`config.mk`:
```
export PLATFORM = sky130hd
export DESIGN_NAME = pwm_timer_status_counter
export DESIGN_NICKNAME = d
export VERILOG_FILES = /design/src/design/pwm_timer_pkg.sv /design/src/design/pwm_timer_status_counter.sv /design/src/design/ext_clock_sync.sv /design/src/design/prescaler.sv
export SDC_FILE = /design/constraint.sdc
export NUM_CORES = 1
export LEC_CHECK = 0
export ABC_AREA = 0
export BUFFER_PORTS_ARGS = -buffer_cell sky130_fd_sc_hd__buf_2
export CAP_MARGIN = 20
export CORE_MARGIN = 1
export CORE_UTILIZATION = 40
export CTS_CLUSTER_DIAMETER = 200
export CTS_CLUSTER_SIZE = 28
export DETAILED_ROUTE_END_ITERATION = 6
export PLACE_DENSITY_LB_ADDON = 0.1
export SLEW_MARGIN = 20
export SYNTH_ARGS = -nofsm -noshare
export SYNTH_HDL_FRONTEND = slang
export SYNTH_SLANG_ARGS = --single-unit
```
`constraint.sdc`:
```
create_clock -name ref_clk -period 5.2 [get_ports ref_clk]
set_clock_uncertainty 0.2 [all_clocks]
set_input_delay 0.78 -clock ref_clk [delete_from_list [all_inputs] [get_ports ref_clk]]
set_output_delay 0.78 -clock ref_clk [all_outputs]
set_load 0.1 [all_outputs]
```
`src/design/pwm_timer_pkg.sv`:
```
// Package: register map, field layout, reset values and types of the timer
`default_nettype none
package pwm_timer_pkg;
    // Register byte offsets
    localparam logic [3:0] status_control_offset = 4'h0;
    localparam logic [3:0] counter_offset = 4'h4;
    localparam logic [3:0] modulo_offset = 4'h8;
    localparam logic [3:0] irq_status_offset = 4'hC;
    // Status/control field positions
    localparam int dma_enable_bit = 8;
    localparam int overflow_flag_bit = 7;
    localparam int overflow_irq_enable_bit = 6;
    localparam int center_aligned_bit = 5;
    localparam int clock_mode_lsb = 3;
    localparam int prescale_lsb = 0;
    // Clock mode codes
    localparam logic [1:0] clock_mode_off = 2'h0;
    localparam logic [1:0] clock_mode_internal = 2'h1;
    localparam logic [1:0] clock_mode_external = 2'h2;
    // Reset values
    localparam logic [15:0] modulo_reset = 16'hFFFF;
    // Extra wait states on a counter read
    localparam logic [1:0] counter_read_waits = 2'h2;

    // Software-visible control settings
    typedef struct packed {
        logic dma_enable;
        logic overflow_irq_enable;
        logic center_aligned;
        logic [1:0] clock_mode;
        logic [2:0] prescale;
    } timer_ctrl_t;

    // Avalon-MM slave request
    typedef struct packed {
        logic [3:0] address;
        logic read;
        logic write;
        logic [31:0] writedata;
    } avalon_req_t;
endpackage
`default_nettype wire

```
`src/design/pwm_timer_status_counter.sv`:
```
// Timer status/control, modulo and counter with an Avalon-MM slave
// Summary of operation
// - DMA enable set makes overflow flag raise a DMA request.
// - Overflow flag sets when counter equals modulo and then advances.
// - Writing one clears overflow flag; writing zero leaves it.
// - New overflow in the clearing cycle keeps flag set.
// - Interrupt enable passes overflow flag onto the interrupt line.
// - Center-aligned select: zero counts up, one counts up and down.
// - Center-aligned select and prescale accept writes only while disabled.
// - Clock mode 00 disabled, 01 every clock, 11 reserved.
// - Clock mode 10 counts synchronised external clock rising edges.
// - Disabling keeps clock mode reading old value until acknowledged.
// - Prescale divides selected clock by two to the field value.
// - Reset clears the counter.
// - Any counter write clears the counter, ignoring the data.
// - Debug halts the counter unless run-in-debug is set.
// - Counter reads take two extra wait states.
// - Unused upper bits of status and counter read as zero.
// - Sixteen-bit modulo held in low bits, upper bits zero.
`timescale 1ns/1ps
`default_nettype none
module pwm_timer_status_counter
    import pwm_timer_pkg::*;
(
    // Clock and reset
    input wire logic ref_clk,
    input wire logic nrst,
    // Avalon-MM slave
    input wire logic [3:0] address,
    input wire logic read,
    input wire logic write,
    input wire logic [31:0] writedata,
    output logic [31:0] readdata,
    output logic waitrequest,
    // Timer pins and debug
    input wire logic external_clock_input,
    input wire logic debug_active,
    input wire logic run_in_debug,
    // Outputs to channels, DMA and interrupt controller
    output logic [15:0] counter_out,
    output logic count_down,
    output logic dma_request,
    output logic irq
);
    typedef enum logic [2:0] {
        bus_idle = 3'h1,
        bus_wait = 3'h2,
        bus_done = 3'h4
    } bus_state_t;

    typedef struct packed {
        bus_state_t bus;
        logic [1:0] waits;
        logic [31:0] rdata;
        logic wreq;
        logic waitreq;
        timer_ctrl_t ctrl;
        logic [1:0] mode_shown;
        logic overflow_flag;
        logic [15:0] modulo;
        logic [15:0] count;
        logic down;
        logic dma_req;
        logic irq;
        logic ovf_irq_status;
        logic ovf_irq_mask;
    } top_state_t;

    top_state_t state;
    top_state_t next_state;
    logic [1:0] rst_sync;
    logic rst_n;
    logic ext_rise;
    logic src_tick;
    logic tick;
    logic enabled;
    logic overflow;
    logic wr_take;
    logic rd_take;
    logic [31:0] status_view;

    // Reset released through two flip-flops
    always_ff @(posedge ref_clk or negedge nrst) begin
        if (!nrst) begin
            rst_sync <= 2'h0;
        end else begin
            rst_sync <= {rst_sync[0], 1'b1};
        end
    end
    assign rst_n = rst_sync[1];

    ext_clock_sync u_sync (
        .ref_clk(ref_clk),
        .rst_n(rst_n),
        .external_clock_input(external_clock_input),
        .rise(ext_rise)
    );

    // Source select; reserved mode 11 counts nothing
    assign enabled = (state.ctrl.clock_mode == clock_mode_internal) ||
                     (state.ctrl.clock_mode == clock_mode_external);
    assign src_tick = (state.ctrl.clock_mode == clock_mode_internal) |
        ((state.ctrl.clock_mode == clock_mode_external) & ext_rise);

    prescaler u_presc (
        .ref_clk(ref_clk),
        .rst_n(rst_n),
        .enable(enabled),
        .source_tick(src_tick),
        .prescale(state.ctrl.prescale),
        .tick(tick)
    );

    // Overflow when counting up from the modulo value
    assign overflow = tick & ~(debug_active & ~run_in_debug) & ~state.down &
                      (state.count == state.modulo);

    // Status/control read view, upper bits zero
    always_comb begin
        status_view = 32'h0000_0000;
        status_view[dma_enable_bit] = state.ctrl.dma_enable;
        status_view[overflow_flag_bit] = state.overflow_flag;
        status_view[overflow_irq_enable_bit] = state.ctrl.overflow_irq_enable;
        status_view[center_aligned_bit] = state.ctrl.center_aligned;
        status_view[clock_mode_lsb +: 2] = state.mode_shown;
        status_view[prescale_lsb +: 3] = state.ctrl.prescale;
    end

    assign wr_take = (state.bus == bus_done) & state.wreq;
    assign rd_take = (state.bus == bus_done) & ~state.wreq;

    // Bus handshake, register updates and counter
    always_comb begin
        next_state = state;
        // Bus sequencing: one cycle for most, two more for counter reads
        case (state.bus)
            bus_idle: begin
                if (read || write) begin
                    next_state.wreq = write;
                    next_state.waits = 2'h0;
                    if (read && address == counter_offset) begin
                        next_state.bus = bus_wait;
                    end else begin
                        next_state.bus = bus_done;
                    end
                end
            end
            bus_wait: begin
                // Time for the counter value to settle over the crossing
                next_state.waits = state.waits + 2'h1;
                if (state.waits == counter_read_waits - 2'h1) begin
                    next_state.bus = bus_done;
                end
            end
            bus_done: begin
                next_state.bus = bus_idle;
            end
            default: begin
                next_state.bus = bus_idle;
            end
        endcase
        // Registered so the bus sees no decode glitch on waitrequest
        next_state.waitreq = (next_state.bus != bus_done);
        // Read data is latched on the same edge that waitrequest falls
        if (next_state.bus == bus_done && !next_state.wreq) begin
            case (address)
                status_control_offset: next_state.rdata = status_view;
                counter_offset: next_state.rdata = {16'h0000, state.count};
                modulo_offset: next_state.rdata = {16'h0000, state.modulo};
                irq_status_offset: next_state.rdata =
                    {30'h0, state.ovf_irq_mask, state.ovf_irq_status};
                default: next_state.rdata = 32'h0000_0000;
            endcase
        end
        // Disable acknowledged in the counting logic one cycle later
        next_state.mode_shown = state.ctrl.clock_mode;
        // Counting
        if (tick && !(debug_active && !run_in_debug)) begin
            if (!state.ctrl.center_aligned) begin
                next_state.down = 1'b0;
                if (state.count == state.modulo) begin
                    next_state.count = 16'h0000;
                end else begin
                    next_state.count = state.count + 16'h0001;
                end
            end else if (!state.down) begin
                if (state.count >= state.modulo) begin
                    next_state.down = 1'b1;
                    next_state.count = state.count - 16'h0001;
                end else begin
                    next_state.count = state.count + 16'h0001;
                end
            end else begin
                if (state.count == 16'h0000) begin
                    next_state.down = 1'b0;
                    next_state.count = 16'h0001;
                end else begin
                    next_state.count = state.count - 16'h0001;
                end
            end
        end
        // Register writes
        if (wr_take) begin
            case (address)
                status_control_offset: begin
                    next_state.ctrl.dma_enable = writedata[dma_enable_bit];
                    next_state.ctrl.overflow_irq_enable =
                        writedata[overflow_irq_enable_bit];
                    next_state.ctrl.clock_mode =
                        writedata[clock_mode_lsb +: 2];
                    if (!enabled) begin
                        next_state.ctrl.center_aligned =
                            writedata[center_aligned_bit];
                        next_state.ctrl.prescale =
                            writedata[prescale_lsb +: 3];
                    end
                    if (writedata[overflow_flag_bit]) begin
                        next_state.overflow_flag = 1'b0;
                    end
                end
                counter_offset: begin
                    next_state.count = 16'h0000;
                    next_state.down = 1'b0;
                end
                modulo_offset: next_state.modulo = writedata[15:0];
                irq_status_offset: begin
                    if (writedata[0]) begin
                        next_state.ovf_irq_status = 1'b0;
                    end
                    next_state.ovf_irq_mask = writedata[1];
                end
                default: begin
                end
            endcase
        end
        // Set wins over a clear landing in the same cycle
        if (overflow) begin
            next_state.overflow_flag = 1'b1;
            next_state.ovf_irq_status = 1'b1;
        end
        next_state.dma_req = next_state.overflow_flag &
                             next_state.ctrl.dma_enable;
        next_state.irq = (next_state.overflow_flag &
                          next_state.ctrl.overflow_irq_enable) |
                         (next_state.ovf_irq_status &
                          next_state.ovf_irq_mask);
    end

    // Register the state; reset clears the counter
    always_ff @(posedge ref_clk or negedge rst_n) begin
        if (!rst_n) begin
            state <= '0;
            state.bus <= bus_idle;
            state.modulo <= modulo_reset;
            state.waitreq <= 1'b1;
        end else begin
            state <= next_state;
        end
    end

    assign readdata = state.rdata;
    assign waitrequest = state.waitreq;
    assign counter_out = state.count;
    assign count_down = state.down;
    assign dma_request = state.dma_req;
    assign irq = state.irq;
endmodule
`default_nettype wire

```
`src/design/ext_clock_sync.sv`:
```
// Three-stage synchroniser and rising edge detector for the external clock
`timescale 1ns/1ps
`default_nettype none
module ext_clock_sync
    import pwm_timer_pkg::*;
(
    // Clock and reset
    input wire logic ref_clk,
    input wire logic rst_n,
    // Pin and edge pulse
    input wire logic external_clock_input,
    output logic rise
);
    typedef struct packed {
        logic [2:0] stages;
        logic rise;
    } sync_state_t;
    sync_state_t state;
    sync_state_t next_state;

    // Edge counts when the second stage is high while the third is still low
    always_comb begin
        next_state = state;
        next_state.stages = {state.stages[1:0], external_clock_input};
        next_state.rise = state.stages[1] & ~state.stages[2];
    end

    // Register the state
    always_ff @(posedge ref_clk or negedge rst_n) begin
        if (!rst_n) begin
            state <= '0;
        end else begin
            state <= next_state;
        end
    end

    assign rise = state.rise;
endmodule
`default_nettype wire

```
`src/design/prescaler.sv`:
```
// Power-of-two prescaler producing a count tick
`timescale 1ns/1ps
`default_nettype none
module prescaler
    import pwm_timer_pkg::*;
(
    // Clock and reset
    input wire logic ref_clk,
    input wire logic rst_n,
    // Control
    input wire logic enable,
    input wire logic source_tick,
    input wire logic [2:0] prescale,
    // Output tick
    output logic tick
);
    typedef struct packed {
        logic [6:0] count;
    } presc_state_t;
    presc_state_t state;
    presc_state_t next_state;
    logic [6:0] limit;

    // Divider restarts when disabled so a full period follows enabling
    always_comb begin
        next_state = state;
        limit = 7'((8'h01 << prescale) - 8'h01);
        tick = 1'b0;
        if (!enable) begin
            next_state.count = 7'h00;
        end else if (source_tick) begin
            if (state.count >= limit) begin
                next_state.count = 7'h00;
                tick = 1'b1;
            end else begin
                next_state.count = state.count + 7'h01;
            end
        end
    end

    // Register the state
    always_ff @(posedge ref_clk or negedge rst_n) begin
        if (!rst_n) begin
            state <= '0;
        end else begin
            state <= next_state;
        end
    end
endmodule
`default_nettype wire

```
==> out/summary.txt <==
POWER
---------------------------------------------------------------------------------
Static leakage power ...............................................   0.00275 uW
Cell-internal power ................................................      1700 uW
Reg power frac .....................................................        0.314
Relative contribution of combinational cells to total power ........        0.475
Largest vdd supply drop ............................................     0.173 mV
Switching share of power ...........................................        0.469
Clock power share ..................................................        0.211
Total power density per cell area ..................................  531 mW/mm^2
Net switching component of the power ...............................      1500 uW

FLOORPLANNING
---------------------------------------------------------------------------------
Starting Density ...................................................        0.416
Floorplan die height ...............................................       120 um
Horiz. Die Dim .....................................................       120 um
Ports placed on the boundary .......................................           95
Die ar. ............................................................ 0.0144 sq mm
Area of the core ................................................... 0.0134 sq mm
Num rows ...........................................................           42

SETUP PATH
---------------------------------------------------------------------------------
Critical Path Source Type ..........................................         flop
Data arrival time of the critical path .............................      4160 ps
Worst endpoint required time .......................................      5280 ps
Category of the worst setup path capture point .....................         flop
Highest net fanout along the worst path ............................           14
Start-to-end type of the worst setup path ..........................      reg2reg

CLOCK NETWORK
---------------------------------------------------------------------------------
Root buffer selected by CTS ........................................ sky130_fd_sc_hd__clkbuf_16
Number of buffers created by CTS ...................................            9
Post-CTS repair timing setup buffer count ..........................            0
Number of instances resized during post-cts repair .................            0
Hold buffer count at cts ...........................................            1
CTS tree ...........................................................         done
Maximum buffer depth of the clock tree .............................            2
Number of H-tree branching levels ..................................            3
Register clock-pin slew on the reported worst setup and hold paths .        60 ps
Clk_lat worst skew .................................................       350 ps
Number of sinks driven by the clock tree ...........................           84

PLACED DESIGN
---------------------------------------------------------------------------------
Buffers on Ports ...................................................           62
Final weighted congestion in routability-driven placement ..........        0.835
HPWL reported at the end of detailed placement .....................      9.51 mm

STATUS
---------------------------------------------------------------------------------
Run status ......................................................... finished, violations left
Failing checks ..................................................... negative hold slack

LAYOUT
---------------------------------------------------------------------------------
Ratio of cells with drive above 1 in the final layout ..............        0.228
Final Net Count ....................................................          696
Count of inserted antenna diode cells ..............................            0
Area delta synth->final ............................................        7.89%

STA
---------------------------------------------------------------------------------
Post-Route Setup TNS ...............................................         0 ps
Tightest hold margin ...............................................     -7.69 ps
Final setup vio count ..............................................            0
Max_slew headroom ..................................................        0.353
Final critical delay including setup and external delays ...........      4080 ps
Final-report hold violation count ..................................           16
Tcrit/Tclk final ...................................................        0.784
Max Freq ...........................................................      245 MHz
Slew Limit Fails ...................................................            0
Transition time at the pin with the least slew margin ..............       970 ps
Setup repair after global routing missed its margin ................        false

LOGIC SYNTHESIS
---------------------------------------------------------------------------------
Netlist area before placement ...................................... 0.00557 sq mm
Cells after Synth ..................................................          607
Top cells by area, synth ........................................... sky130_fd_sc_hd__dfrtp_1, sky130_fd_sc_hd__dfstp_2, sky130_fd_sc_hd__ha_1, sky130_fd_sc_hd__buf_4, sky130_fd_sc_hd__nand2_1
Number of distinct library cells after synthesis ...................           73
Sequential cell area fraction in the yosys report ..................        0.381
Ys async rst share .................................................         1.00
Cell taking the most area after synthesis .......................... sky130_fd_sc_hd__dfrtp_1
Warnings, synthesis ................................................            0
Most frequent cells after synthesis ................................ sky130_fd_sc_hd__nand2_1, sky130_fd_sc_hd__dfrtp_1, sky130_fd_sc_hd__buf_4
Number of enable flip-flop cells after synthesis ...................            0
Most instantiated library cell after synthesis ..................... sky130_fd_sc_hd__nand2_1
#FFs+latches synth .................................................           84
Mapped Avg Cell Area ...............................................   9.17 sq um
Synth top area share ...............................................        0.297
Top_reg_cell synth ................................................. sky130_fd_sc_hd__dfrtp_1

DETAILED ROUTING
---------------------------------------------------------------------------------
Remaining antenna violation count ..................................            0
DRC marker count from the first detailed-route iteration ...........          294
Average detailed-routed wire length per instance ...................      16.0 um
DR vias/cell .......................................................         5.32
Overall via count from detail_route ................................         4274
Total wire length after detailed routing ...........................      12.9 mm
First drt pass iteration count .....................................            4
DRC violation count after routing ..................................            0

JOB
---------------------------------------------------------------------------------
Count of max-cap constraint violations .............................            0

GLOBAL ROUTING
---------------------------------------------------------------------------------
Number of global-route vias before repair ..........................         4211
Global-route congestion overflow total .............................            0
Total routing usage reported by global routing .....................        0.191
Antenna violations before repair ...................................            0
Pin count of the biggest net entering global routing ...............           67
Global-route wire length before repair .............................      21.6 mm

WORST HOLD PATH
---------------------------------------------------------------------------------
Worst hold path class ..............................................    reg2async

[logic make-up (layout without fill, tap and decap cells)]
family,after synthesis,count (layout),share of synthesized area
and+or+nand+nor,196,196,0.186
AOI/OAI and AO/OA,140,140,0.160
buffers and inverters,107,113,0.110
DFF,84,84,0.381
muxes,35,35,0.0723
adders and majority gates,30,30,0.0674
xor gates and xnor gates,13,13,0.0204
other,2,17,0.00135
[layout make-up]
| class | instances | area [sq um] |
|---|---|---|
| clock buffers | 11 | 253 |
| clock inverters | 5 | 57.6 |
| fillers | 1348 | 7390 |
| inverters | 30 | 113 |
| multi-input cells | 431 | 2890 |
| flip-flops and latches | 84 | 2130 |
| well taps | 176 | 220 |
| repair buffers | 67 | 350 |
[worst paths after layout]
kind                        startpoint               end  slack (ps)  cells after the start
setup / recovery             state[42]    counter_out[3]        1120                     14
hold / removal             rst_sync[1]  u_presc.state[3]          -8                      0
setup reg to reg             state[42]    counter_out[3]        1120                     14
hold reg to reg            rst_sync[1]  u_presc.state[3]          -8                      0
max in group asynchronous  rst_sync[1]      readdata[14]        3720                      1
min in group ref_clk       rst_sync[0]       rst_sync[1]         150                      0
[power by group through the flow]
stage,logic [uW],clock network (uW),registers (uW)
after floorplan,1350,0,959
after global placement,1510,0,1010
after detailed placement,1520,0,1020
after CTS,1530,688,1000
after global routing,1680,710,1030
final,1520,673,1000
[critical path, cell delays in order (launching register included)]
cell and delay, ps:
sky130_fd_sc_hd__dfrtp_1 480, sky130_fd_sc_hd__or3_1 440, sky130_fd_sc_hd__ha_1 280, sky130_fd_sc_hd__nor3_1 210
sky130_fd_sc_hd__a21oi_1 60, sky130_fd_sc_hd__o21a_1 170, sky130_fd_sc_hd__ha_1 280, sky130_fd_sc_hd__a21oi_1 60
sky130_fd_sc_hd__o21ai_0 180, sky130_fd_sc_hd__a21oi_1 120, sky130_fd_sc_hd__or2_0 240, sky130_fd_sc_hd__buf_4 200
sky130_fd_sc_hd__nor3_2 680, sky130_fd_sc_hd__o2111a_1 300, sky130_fd_sc_hd__a221o_1 110
[flip-flops by register name, indices dropped and copies added (netlist names)]
name and flops:
dma_request 1, u_presc.state 7, count_down 1, state 33
next_state 2, waitrequest 1, readdata 16, u_sync.state 1
counter_out 16, u_sync.rise 1, rst_sync 2, u_sync.next_state 2
irq 1
[placed cells by master (no fill, tap or decap), drive strengths merged, types with 3 or more instances in the layout]
master / count
clkbuf: 11
nor3: 13
o21ai: 47
nor2: 40
mux2: 22
ha: 30
a31oi: 6
a32o: 3
xnor2: 8
nand3: 16
dfstp: 18
conb: 17
nand2b: 13
mux2i: 11
xor2: 5
nand4: 7
dfrtp: 66
or3: 6
inv: 32
a22oi: 8
buf: 66
nor4: 3
nand2: 69
nor2b: 7
o21a: 4
and2: 5
o31ai: 11
or2: 3
a21oi: 33
and3: 6
a22o: 5
a31o: 3
[routing by layer]
layer,global-route usage,wire length [um],vias up
met5,0,0,-
met4,0.0695,174,0
met3,0.0328,589,13
met2,0.305,5910,105
met1,0.259,6180,2050
li1,-,-,2106
[metrics by stage]
stage | std cells | util | power (uW) | setup WS (ps) | area, sq um
6_report | 804 | 0.448 | 3190 | 1120 | 6010
3_5_place_dp | 787 | 0.424 | 2530 | 1130 | 5690
2_1_floorplan | 622 | - | 2310 | 1690 | 5630
4_1_cts | 804 | 0.448 | 3220 | 1110 | 6010
5_1_grt | 804 | 0.448 | 3420 | 802 | 6010
3_3_place_gp | 787 | 0.424 | 2520 | 1250 | 5690
Power figures use the tool's default switching activity.
